**src/ssic_defs.vh**
```
`ifndef SSIC_DEFS_VH
`define SSIC_DEFS_VH

// Register offsets (SMBus command byte values).
`define SSIC_OFS_LOOP_CONTROL      8'h03
`define SSIC_OFS_INPUT_PICK        8'h0A
`define SSIC_OFS_INPUT_SOURCE      8'h0B
`define SSIC_OFS_SPREAD_CONTROL    8'h19
`define SSIC_OFS_BLOCK_READ_LENGTH 8'h1A

// Reset values.
`define SSIC_RST_LOOP_CONTROL      8'h00
`define SSIC_RST_INPUT_PICK        8'h00
`define SSIC_RST_INPUT_SOURCE      8'h00
`define SSIC_RST_SPREAD_CONTROL    8'h09
`define SSIC_RST_BLOCK_READ_LENGTH 8'h1B

// Field positions.
`define SSIC_BIT_LOOP_BYPASS       6
`define SSIC_BIT_INTERNAL_PICK     4
`define SSIC_MSB_PIN_ROLE          1
`define SSIC_LSB_PIN_ROLE          0
`define SSIC_MSB_SOURCE            7
`define SSIC_LSB_SOURCE            6
`define SSIC_MSB_AMOUNT            6
`define SSIC_LSB_AMOUNT            4
`define SSIC_MSB_SWEEP             3
`define SSIC_LSB_SWEEP             0
`define SSIC_MSB_LENGTH            6
`define SSIC_LSB_LENGTH            0

// Field codes.
`define SSIC_SRC_CRYSTAL           2'h0
`define SSIC_SRC_SINGLE            2'h1
`define SSIC_SRC_DIFF              2'h2
`define SSIC_ROLE_CLOCK_PICK       2'h3
`define SSIC_AMOUNT_NONE           3'h0

// Value sent for bytes read past the programmed block length.
`define SSIC_IDLE_BYTE             8'hFF

`endif

```
**src/ssic_config.v**
```verilog
// What this block does
// Sweep code maps to factor, default 3286
// Sweep rate is VCO divided by factor
// Host bypasses loop before changing sweep code
// Amount code selects center or down spread
// Amount resets to zero, spread bypassed
// Host bypasses loop before changing amount
// Bypass powers spread down, forces output low
// Block read length 1..127, default 27
// Input source field at bits 7:6
// Reset input stage runs as crystal oscillator
// Single-ended mode: internal bit picks input
// Bits 1:0 may make pin a select
// Differential mode ignores single-ended selection
// Source codes: crystal, single, differential, reserved
// Pick 0 first input; ignored otherwise
`timescale 1ns/1ns
`default_nettype none
`include "ssic_defs.vh"
module ssic_config
#(
  parameter [6:0] DEVICE_ADDRESS = 7'h69
)
(
  input  wire        CLK_IN,
  input  wire        RST_B_IN,
  input  wire        SCL_IN,
  input  wire        SDA_IN,
  output reg         SDA_OUT,
  output reg         SDA_OE_OUT,
  input  wire        MULTI_FUNCTION_INPUT_A_IN,
  output reg  [12:0] SWEEP_FACTOR_OUT,
  output reg  [2:0]  SPREAD_AMOUNT_CODE_OUT,
  output reg         SPREAD_POWER_OUT,
  output reg         SPREAD_FORCE_LOW_OUT,
  output reg         LOOP_BYPASS_OUT,
  output reg  [6:0]  READBACK_LENGTH_FIELD_OUT,
  output reg         OSC_ENABLE_OUT,
  output reg         DIFF_ENABLE_OUT,
  output reg         SINGLE_ENABLE_OUT,
  output reg         CLOCK_PIN_B_PICKED_OUT
);
  ////////////////////////////////////////////////////////////////////////////
  // Bus state machine encoding.
  localparam [4:0] ST_IDLE = 5'h01;
  localparam [4:0] ST_RX   = 5'h02;
  localparam [4:0] ST_ACK  = 5'h04;
  localparam [4:0] ST_TX   = 5'h08;
  localparam [4:0] ST_MACK = 5'h10;
  localparam [1:0] KIND_ADDR = 2'h0;
  localparam [1:0] KIND_CMD  = 2'h1;
  localparam [1:0] KIND_DATA = 2'h2;
  ////////////////////////////////////////////////////////////////////////////
  // Pin synchronisation.
  wire [2:0] pins_sync;
  reg        scl_prev;
  reg        sda_prev;
  ssic_sync #(.WIDTH(3), .RESET_VAL(1'b1)) u_sync
  (
    .clk_in   (CLK_IN),
    .rst_b_in (RST_B_IN),
    .async_in ({MULTI_FUNCTION_INPUT_A_IN, SDA_IN, SCL_IN}),
    .sync_out (pins_sync)
  );
  wire scl      = pins_sync[0];
  wire sda      = pins_sync[1];
  wire pin_pick = pins_sync[2];
  wire scl_rise = scl & ~scl_prev;
  wire scl_fall = ~scl & scl_prev;
  wire bus_start = scl & scl_prev & sda_prev & ~sda;
  wire bus_stop  = scl & scl_prev & ~sda_prev & sda;
  ////////////////////////////////////////////////////////////////////////////
  // Configuration registers.
  reg [7:0] loop_control;
  reg [7:0] input_pick;
  reg [7:0] input_source;
  reg [7:0] spread_control;
  reg [7:0] block_read_length;
  reg [4:0] state;
  reg [1:0] rx_kind;
  reg [3:0] bit_cnt;
  reg [7:0] shift;
  reg [7:0] pointer;
  reg       read_dir;
  reg       first_read;
  reg [6:0] bytes_left;
  function [12:0] sweep_factor;
    input [3:0] code;
    begin
      case (code)
        4'h0:    sweep_factor = 13'h1630;
        4'h1:    sweep_factor = 13'h1524;
        4'h2:    sweep_factor = 13'h1418;
        4'h3:    sweep_factor = 13'h130C;
        4'h4:    sweep_factor = 13'h1200;
        4'h5:    sweep_factor = 13'h10F4;
        4'h6:    sweep_factor = 13'h0FE8;
        4'h7:    sweep_factor = 13'h0EDC;
        4'h8:    sweep_factor = 13'h0DD0;
        4'h9:    sweep_factor = 13'h0CD6;
        4'hA:    sweep_factor = 13'h0BB8;
        4'hB:    sweep_factor = 13'h0AAC;
        4'hC:    sweep_factor = 13'h09A0;
        4'hD:    sweep_factor = 13'h0894;
        4'hE:    sweep_factor = 13'h0788;
        default: sweep_factor = 13'h067C;
      endcase
    end
  endfunction
  // Register readback; unmapped offsets read as zero.
  function [7:0] reg_read;
    input [7:0] ofs;
    begin
      case (ofs)
        `SSIC_OFS_LOOP_CONTROL:      reg_read = loop_control;
        `SSIC_OFS_INPUT_PICK:        reg_read = input_pick;
        `SSIC_OFS_INPUT_SOURCE:      reg_read = input_source;
        `SSIC_OFS_SPREAD_CONTROL:    reg_read = spread_control;
        `SSIC_OFS_BLOCK_READ_LENGTH: reg_read = block_read_length;
        default:                     reg_read = 8'h00;
      endcase
    end
  endfunction
  wire [7:0] rx_byte  = shift;
  wire       wr_fire  = (state == ST_RX) && scl_fall && (bit_cnt == 4'h8) && (rx_kind == KIND_DATA);
  wire [7:0] next_tx  = first_read ? {1'b0, block_read_length[`SSIC_MSB_LENGTH:`SSIC_LSB_LENGTH]} :
                        (bytes_left != 7'h00) ? reg_read(pointer) : `SSIC_IDLE_BYTE;
  always @(posedge CLK_IN or negedge RST_B_IN)
  begin
    if (!RST_B_IN)
    begin
      loop_control      <= `SSIC_RST_LOOP_CONTROL;
      input_pick        <= `SSIC_RST_INPUT_PICK;
      input_source      <= `SSIC_RST_INPUT_SOURCE;
      spread_control    <= `SSIC_RST_SPREAD_CONTROL;
      block_read_length <= `SSIC_RST_BLOCK_READ_LENGTH;
    end
    else if (wr_fire)
    begin
      case (pointer)
        `SSIC_OFS_LOOP_CONTROL:   loop_control   <= rx_byte;
        `SSIC_OFS_INPUT_PICK:     input_pick     <= rx_byte;
        `SSIC_OFS_INPUT_SOURCE:   input_source   <= rx_byte;
        `SSIC_OFS_SPREAD_CONTROL: spread_control <= rx_byte;
        `SSIC_OFS_BLOCK_READ_LENGTH:
        begin
          // A zero length is refused and the previous length kept.
          if (rx_byte[`SSIC_MSB_LENGTH:`SSIC_LSB_LENGTH] != 7'h00)
            block_read_length <= rx_byte;
        end
        default: ;
      endcase
    end
  end
  ////////////////////////////////////////////////////////////////////////////
  // SMBus slave: byte writes with auto-increment, block read with count.
  always @(posedge CLK_IN or negedge RST_B_IN)
  begin
    if (!RST_B_IN)
    begin
      scl_prev   <= 1'b1;
      sda_prev   <= 1'b1;
      state      <= ST_IDLE;
      rx_kind    <= KIND_ADDR;
      bit_cnt    <= 4'h0;
      shift      <= 8'h00;
      pointer    <= 8'h00;
      read_dir   <= 1'b0;
      first_read <= 1'b0;
      bytes_left <= 7'h00;
      SDA_OUT    <= 1'b0;
      SDA_OE_OUT <= 1'b0;
    end
    else
    begin
      scl_prev <= scl;
      sda_prev <= sda;
      SDA_OUT  <= 1'b0;
      if (bus_stop)
      begin
        state      <= ST_IDLE;
        SDA_OE_OUT <= 1'b0;
      end
      else if (bus_start)
      begin
        state      <= ST_RX;
        rx_kind    <= KIND_ADDR;
        bit_cnt    <= 4'h0;
        SDA_OE_OUT <= 1'b0;
      end
      else
      begin
        case (state)
          ST_IDLE: ;
          ST_RX:
          begin
            if (scl_rise)
            begin
              shift   <= {shift[6:0], sda};
              bit_cnt <= bit_cnt + 4'h1;
            end
            else if (scl_fall && (bit_cnt == 4'h8))
            begin
              bit_cnt <= 4'h0;
              case (rx_kind)
                KIND_ADDR:
                begin
                  if (shift[7:1] == DEVICE_ADDRESS)
                  begin
                    read_dir   <= shift[0];
                    first_read <= 1'b1;
                    bytes_left <= block_read_length[`SSIC_MSB_LENGTH:`SSIC_LSB_LENGTH];
                    SDA_OE_OUT <= 1'b1;
                    state      <= ST_ACK;
                  end
                  else
                    state <= ST_IDLE;
                end
                KIND_CMD:
                begin
                  pointer    <= shift;
                  SDA_OE_OUT <= 1'b1;
                  state      <= ST_ACK;
                end
                default:
                begin
                  pointer    <= pointer + 8'h01;
                  SDA_OE_OUT <= 1'b1;
                  state      <= ST_ACK;
                end
              endcase
            end
          end
          ST_ACK:
          begin
            if (scl_fall)
            begin
              bit_cnt <= 4'h0;
              if (read_dir && (rx_kind == KIND_ADDR))
              begin
                shift      <= next_tx;
                SDA_OE_OUT <= ~next_tx[7];
                state      <= ST_TX;
              end
              else
              begin
                SDA_OE_OUT <= 1'b0;
                rx_kind    <= (rx_kind == KIND_ADDR) ? KIND_CMD : KIND_DATA;
                state      <= ST_RX;
              end
            end
          end
          ST_TX:
          begin
            if (scl_fall)
            begin
              if (bit_cnt == 4'h7)
              begin
                SDA_OE_OUT <= 1'b0;
                bit_cnt    <= 4'h0;
                state      <= ST_MACK;
                if (first_read)
                  first_read <= 1'b0;
                else if (bytes_left != 7'h00)
                begin
                  bytes_left <= bytes_left - 7'h01;
                  pointer    <= pointer + 8'h01;
                end
              end
              else
              begin
                bit_cnt    <= bit_cnt + 4'h1;
                shift      <= {shift[6:0], 1'b1};
                SDA_OE_OUT <= ~shift[6];
              end
            end
          end
          ST_MACK:
          begin
            // A not-acknowledge ends the read; the slave waits for stop.
            if (scl_rise && sda)
              state <= ST_IDLE;
            else if (scl_fall)
            begin
              shift      <= next_tx;
              SDA_OE_OUT <= ~next_tx[7];
              state      <= ST_TX;
            end
          end
          default:
          begin
            state      <= ST_IDLE;
            SDA_OE_OUT <= 1'b0;
          end
        endcase
      end
    end
  end
  ////////////////////////////////////////////////////////////////////////////
  // Decoded controls toward the spread loop and the input stage.
  wire [1:0] source  = input_source[`SSIC_MSB_SOURCE:`SSIC_LSB_SOURCE];
  wire [2:0] amount  = spread_control[`SSIC_MSB_AMOUNT:`SSIC_LSB_AMOUNT];
  wire       pin_sel = (input_pick[`SSIC_MSB_PIN_ROLE:`SSIC_LSB_PIN_ROLE] == `SSIC_ROLE_CLOCK_PICK);
  always @(posedge CLK_IN or negedge RST_B_IN)
  begin
    if (!RST_B_IN)
    begin
      SWEEP_FACTOR_OUT          <= 13'h0CD6;
      SPREAD_AMOUNT_CODE_OUT    <= `SSIC_AMOUNT_NONE;
      SPREAD_POWER_OUT          <= 1'b0;
      SPREAD_FORCE_LOW_OUT      <= 1'b1;
      LOOP_BYPASS_OUT           <= 1'b0;
      READBACK_LENGTH_FIELD_OUT <= 7'h1B;
      OSC_ENABLE_OUT            <= 1'b1;
      DIFF_ENABLE_OUT           <= 1'b0;
      SINGLE_ENABLE_OUT         <= 1'b0;
      CLOCK_PIN_B_PICKED_OUT    <= 1'b0;
    end
    else
    begin
      // The modulator divides the VCO clock by this factor to set the sweep rate.
      SWEEP_FACTOR_OUT <= sweep_factor(spread_control[`SSIC_MSB_SWEEP:`SSIC_LSB_SWEEP]);
      SPREAD_AMOUNT_CODE_OUT <= amount;
      LOOP_BYPASS_OUT <= loop_control[`SSIC_BIT_LOOP_BYPASS];
      SPREAD_POWER_OUT     <= (amount != `SSIC_AMOUNT_NONE);
      SPREAD_FORCE_LOW_OUT <= (amount == `SSIC_AMOUNT_NONE);
      READBACK_LENGTH_FIELD_OUT <= block_read_length[`SSIC_MSB_LENGTH:`SSIC_LSB_LENGTH];
      // The reserved source code falls back to crystal operation.
      OSC_ENABLE_OUT    <= (source == `SSIC_SRC_CRYSTAL) || (source == 2'h3);
      DIFF_ENABLE_OUT   <= (source == `SSIC_SRC_DIFF);
      SINGLE_ENABLE_OUT <= (source == `SSIC_SRC_SINGLE);
      if (source == `SSIC_SRC_SINGLE)
        CLOCK_PIN_B_PICKED_OUT <= pin_sel ? pin_pick : input_pick[`SSIC_BIT_INTERNAL_PICK];
      else
        CLOCK_PIN_B_PICKED_OUT <= 1'b0;
    end
  end
endmodule // ssic_config
`default_nettype wire

```
**src/ssic_sync.v**
```verilog
`timescale 1ns/1ns
`default_nettype none

module ssic_sync
#(
  parameter WIDTH     = 1,
  parameter RESET_VAL = 1'b1
)
(
  input  wire             clk_in,
  input  wire             rst_b_in,
  input  wire [WIDTH-1:0] async_in,
  output reg  [WIDTH-1:0] sync_out
);

  reg [WIDTH-1:0] stage;

  always @(posedge clk_in or negedge rst_b_in)
  begin
    if (!rst_b_in)
    begin
      stage    <= {WIDTH{RESET_VAL}};
      sync_out <= {WIDTH{RESET_VAL}};
    end
    else
    begin
      stage    <= async_in;
      sync_out <= stage;
    end
  end

endmodule // ssic_sync

`default_nettype wire

```
**config.mk**
```make
export PLATFORM = sky130hd
export DESIGN_NAME = ssic_config
export DESIGN_NICKNAME = d
export VERILOG_FILES = /design/src/ssic_config.v /design/src/ssic_sync.v
export VERILOG_INCLUDE_DIRS = /design/src
export SDC_FILE = /design/constraint.sdc
export NUM_CORES = 1
export LEC_CHECK = 0
export BUFFER_PORTS_ARGS = -buffer_cell sky130_fd_sc_hd__buf_2
export CORE_MARGIN = 3
export CORE_UTILIZATION = 55
export CTS_CLUSTER_DIAMETER = 200
export DETAILED_ROUTE_END_ITERATION = 6
export PLACE_DENSITY_LB_ADDON = 0.12
export SYNTH_ARGS = -nofsm -noshare
export SYNTH_HDL_FRONTEND = slang
export SYNTH_SLANG_ARGS = --single-unit
```
**constraint.sdc**
```tcl
create_clock -name CLK_IN -period 7.5 [get_ports CLK_IN]
set_clock_uncertainty 0.15 [all_clocks]
set_input_delay 1.875 -clock CLK_IN [delete_from_list [all_inputs] [get_ports CLK_IN]]
set_output_delay 1.875 -clock CLK_IN [all_outputs]
set_load 0.1 [all_outputs]
```
### After elaboration in Yosys (flattened, before gate mapping)

Memory sizes are Yosys's and may differ from the RTL's. A register that Yosys moved wholly into a read port is not among the register bits.
Cells that the tools add are included.

| cells by class | value |
|---|---|
| equality and inequality tests | 48 |
| bitwise logic cells | 16 |
| add/sub/neg operators | 3 |
| reduce and logical (&&, ||, !) cells | 33 |
| muxes and demuxes | 74 |

Operators with widths:

| operator | number |
|---|---|
| $mux W8 | 15 |
| $mux W7 | 8 |
| $mux W5 | 10 |
| $pmux W8 S5 | 1 |
| $pmux W8 S2 | 2 |
| $pmux W8 S4 | 1 |
| $mux W4 | 7 |
| $ne A2 B2 Y1 const B | 13 |
| $pmux W5 S5 | 1 |
| $ne A4 B4 Y1 const B | 6 |
| $reduce_and A10 Y1 | 2 |
| $mux W1 | 19 |
| $eq A8 B4 Y1 const B | 2 |
| $eq A8 B5 Y1 const B | 2 |
| $pmux W7 S2 | 1 |
| $reduce_and A7 Y1 | 2 |
| $reduce_bool A7 Y1 | 2 |
| $pmux W4 S3 | 1 |
| $reduce_and A11 Y1 | 1 |
| $mux W2 | 5 |
| $ne A5 B5 Y1 const B | 2 |
| $ne A3 B3 Y1 const B | 3 |
| $not A1 Y1 | 9 |
| $reduce_and A9 Y1 | 1 |
| other kinds (33) | 58 |

| word-level totals | value |
|---|---|
| logic and storage cells | 203 |
| input bits | 5 |
| output and inout bits | 32 |
| memories | 1 |
| ROM bits | 192 |
| register bits after elaboration | 115 |

Memory list:

| memory | words | bits a word | rd ports | clocked after Yosys merged registers in | wr ports | RTL line | text |
|---|---|---|---|---|---|---|---|
| (no name shown) | 16 | 12 | 1 | 1 | 0 | ssic_config.v:90 | `case (code)` |

### Longest topological paths before layout

| logic depth | value |
|---|---|
| depth after elaboration | 10 |
| mapped depth | 9 |
| depth with buffers taken out | 7 |

### Hierarchy

From an unflattened synthesis, not the netlist that was laid out.

| second synthesis, totals | value |
|---|---|
| cells, all modules | 552 |
| area total of the unflattened synthesis | 5993.2 um2 |

By module, submodules not included:

| module | area each (um2) | times used | cells an instance | sequential area each (um2) |
|---|---|---|---|---|
| ssic_config | 5835.6 | 1 | 546 | 2730.1 |
| ssic_sync | 157.7 | 1 | 6 | 157.7 |

### Worst setup path before layout

Ideal clock, no wire load.

| path | value |
|---|---|
| path kind | register -> output |
| from | reg SDA_OE_OUT |
| to | out SDA_OE_OUT |
| data arrival time | 897 ps |
| data required time | 5475 ps |
| cell stages (with the launch flop) | 1 |
| buffers on the path | 0 |
| slack | 4578 ps |
| path through | dfrtp_1 |

RTL lines:

| what | RTL line | text |
|---|---|---|
| start, declared | ssic_config.v:30 | `output reg SDA_OE_OUT,` |
| start signal, assigned | ssic_config.v:242 | `SDA_OE_OUT <= ~next_tx[7];` |
| start signal, assigned | ssic_config.v:274 | `SDA_OE_OUT <= ~shift[6];` |
| start signal, assigned | ssic_config.v:286 | `SDA_OE_OUT <= ~next_tx[7];` |

No word-level cell between the ends.

### Final worst setup path

| path | value |
|---|---|
| from | reg READBACK_LENGTH_FIELD_OUT[0] |
| to | out READBACK_LENGTH_FIELD_OUT[0] |

RTL lines:

| what | RTL line | text |
|---|---|---|
| start, declared | ssic_config.v:37 | `output reg [6:0] READBACK_LENGTH_FIELD_OUT,` |
| start signal, assigned | ssic_config.v:327 | `` READBACK_LENGTH_FIELD_OUT <= block_read_length[`SSIC_MSB_LENGTH:`SSIC_LSB_LENGTH]; `` |

No word-level cell between the ends.

==> run_results.csv <==
group,metric,value,unit
routing,wl_per_cell,19.2,um
synthesis,synth_edf_count,0,
worst_setup_path,end_kind,"output pin",
timing,slew_violations,0,
timing,tightest_slew,0.837,ns
worst_setup_path,cpPeakStageDelay,0.51,ns
worst_setup_path,r2r_slack,4.43,ns
timing,grt_setup_unrepaired,"no",
synthesis,avgSynthCellArea,11.0,um^2
worst_setup_path,arrival,1.44,ns
worst_setup_path,cp_data_required_time,5.48,ns
grt,grt_pass1_vias,4287,
clock_tree,cts_num_sinks,114,
grt,grt_pass1_wl,22.1,mm
floorplan,die_y,110,um
min_path,min_path_type,"reg -> reg",
timing,setup_viol,0,
final_layout,diodes,0,
job,max_cap_violations,0,
clock_tree,cts_root_buf,"clkbuf_8",
min_path,hold-path-cell-count,0,
worst_setup_path,r2r-end,"pointer[1]",
final_layout,syn2layout_area_growth,14.3,%
clock_tree,cts_buffer_depth,2,
run_status,status,"complete, no violations",
synthesis,yosysMostFrequentCell,"dfrtp_1",
worst_setup_path,crit_slowest_cell,"dfstp_2",
place,place_congestion,0.929,
synthesis,async_flop_share,1.00,
timing,period_needed,3.47,ns
worst_setup_path,cp_max_fo,1,
synthesis,yosys_warnings,0,
place,place_inst,682,
worst_setup_path,worstPathBufferInverterCount,1,
clock_tree,cts_tree,"done",
timing,maxSlewHeadroom,0.442,
synthesis,yosys.area.top_type,"dfrtp_1",
power,power.density,272,nW/um^2
timing,min_period_over_period,0.462,
clock_tree,cts_buffers,17,
clock_tree,cts_hold_buf,0,
grt,antenna_found_initial,0,
worst_setup_path,critPathKind,"reg -> out",
floorplan,initial_core_util,0.570,
worst_setup_path,path_cells,"buf_2",
clock_tree,insertion_delay,0.52,ns
routing,via_count,4378,
routing,via_per_inst,6.14,
worst_setup_path,reg2reg_from,"state[3]",
routing,drtIter0Drc,202,
worst_setup_path,reg2reg_depth,5,
synthesis,netlist_top_cells_count,"dfrtp_1, mux2_2, nand2_1",
routing,antenna_left,0,
worst_setup_path,worstSetupStartpointType,"flip-flop",
synthesis,synth_ff_type,"dfrtp_1",
place,hpwl,9.33,mm
floorplan,num_rows,37,
final_layout,fin_nets,584,
min_path,hp-start,"u_sync.stage[0]",
timing,finalHoldViolCount,0,
synthesis,synth_seq_cells,114,
grt,overflow,0,
power,ir_drop,0.214,mV
final_layout,instances_no_fill,713,
worst_setup_path,crit_family,"flip-flops",
synthesis,seq_area_frac_synth,0.486,
timing,fmax,288,MHz
grt,grt.total_usage,0.243,
synthesis,synthesis.area,5940,um^2
floorplan,ios,37,
timing,setup_tns,0,ns
final_layout,layout-drive-gt1-share,0.284,
clock_tree,htreeDepth,4,
routing,wl,13.7,mm
synthesis,syn_inst,539,
routing,first_pass_iters,4,
synthesis,ys_types,75,
synthesis,synth_area_leaders,"dfrtp_1, dfstp_2, mux2_2, ha_1, o21ai_0",
floorplan,core-area,10400,um^2
clock_tree,clk_pin_slew,0.06,ns
grt,grt_max_degree,68,
floorplan,die_w,110,um
clock_tree,ctsResizeCount,0,
place,io_buffer_count,34,
power,leakage,3.05,nW
min_path,whs_endpoint,"u_sync.sync_out[0]",
clock_tree,cts_setup_buffers,0,
floorplan,die_area,12100,um^2
synthesis,synth_top_area_frac,0.362,
routing,drc_errors,0,
where the power goes:
| part | internal [mW] | total [mW] | switching (mW) |
|---|---|---|---|
| registers | 0.652 | 0.754 | 0.102 |
| logic | 0.100 | 0.241 | 0.141 |
| clock network | 0.587 | 0.855 | 0.268 |
layout make-up:
type,count,area [um^2]
fill,829,3630
clock inverter,10,181
timing repair buffer,36,188
clock buffer,21,449
tap,136,170
inverter,17,63.8
sequential,114,2890
multi-input combinational,379,2850
kinds of logic (layout without fill, tap and decap cells):
kind of cell / count (synthesis) / after routing / synth area share
adder cells (fa/ha/maj): 15 / 15 / 0.0312
other: 1 / 2 / 0.000631
multiplexers: 69 / 69 / 0.133
buffers and inverters: 47 / 84 / 0.0350
XOR/XNOR: 5 / 5 / 0.00737
AO/OA/AOI/OAI: 121 / 121 / 0.143
AND/OR/NAND/NOR: 167 / 167 / 0.163
flip-flops: 114 / 114 / 0.486
cell usage in the layout (no fill, tap or decap), types with 11 or more instances in the layout:
cell type  count
buf_2         33
mux2_2        43
nand3_1       14
nor3_1        17
a31oi_1       11
mux2i_1       12
dfrtp_1       86
nand2_1       32
clkbuf_16     16
a21oi_1       17
nand2b_1      14
o21ai_0       26
nor2_1        30
dfstp_2       28
inv_1         17
ha_1          14
registers in the layout (all words and copies together), names as in the netlist, 2 cells and up:
signal	cells
SPREAD_AMOUNT_CODE_OUT	3
READBACK_LENGTH_FIELD_OUT	7
loop_control	8
state	5
u_sync.stage	3
bit_cnt	4
spread_control	8
rx_kind	2
pointer	8
bytes_left	7
SWEEP_FACTOR_OUT	12
block_read_length	8
input_pick	8
rx_byte	8
input_source	8
u_sync.sync_out	3
metal layers:
layer / wire length [um] / vias up / GRT usage
li1: - / 2033 / -
met1: 5790 / 2206 / 0.309
met2: 7070 / 129 / 0.405
met3: 754 / 10 / 0.0628
met4: 107 / 0 / 0.0775
met5: 0 / - / 0
worst max path at each step:
stage                                 start                           end  slack, ns  depth (start not counted)
2_1_floorplan                    SDA_OE_OUT                    SDA_OE_OUT       4.58                          0
3_3_place_gp                       RST_B_IN                 bytes_left[1]       4.15                          2
3_5_place_dp                       RST_B_IN                 bytes_left[1]       4.13                          2
4_1_cts                SPREAD_FORCE_LOW_OUT          SPREAD_FORCE_LOW_OUT       4.00                          1
5_1_grt                 SWEEP_FACTOR_OUT[1]           SWEEP_FACTOR_OUT[1]       3.98                          1
6_report       READBACK_LENGTH_FIELD_OUT[0]  READBACK_LENGTH_FIELD_OUT[0]       4.03                          1
through the flow:
stage / cell area, um^2 / util / hold slack (ns) / total power [mW] / setup WS (ns)
final: 6790 / 0.652 / 0.203 / 1.85 / 4.03
after CTS: 6790 / 0.652 / 0.205 / 1.86 / 4.00
after floorplan: 5940 / - / 0.195 / 0.915 / 4.58
after detailed placement: 6160 / 0.591 / 0.197 / 1.00 / 4.13
after global routing: 6790 / 0.652 / 0.207 / 1.92 / 3.98
after global placement: 6160 / 0.591 / 0.196 / 0.995 / 4.15
No activity file was read; power rests on OpenSTA's default activity.
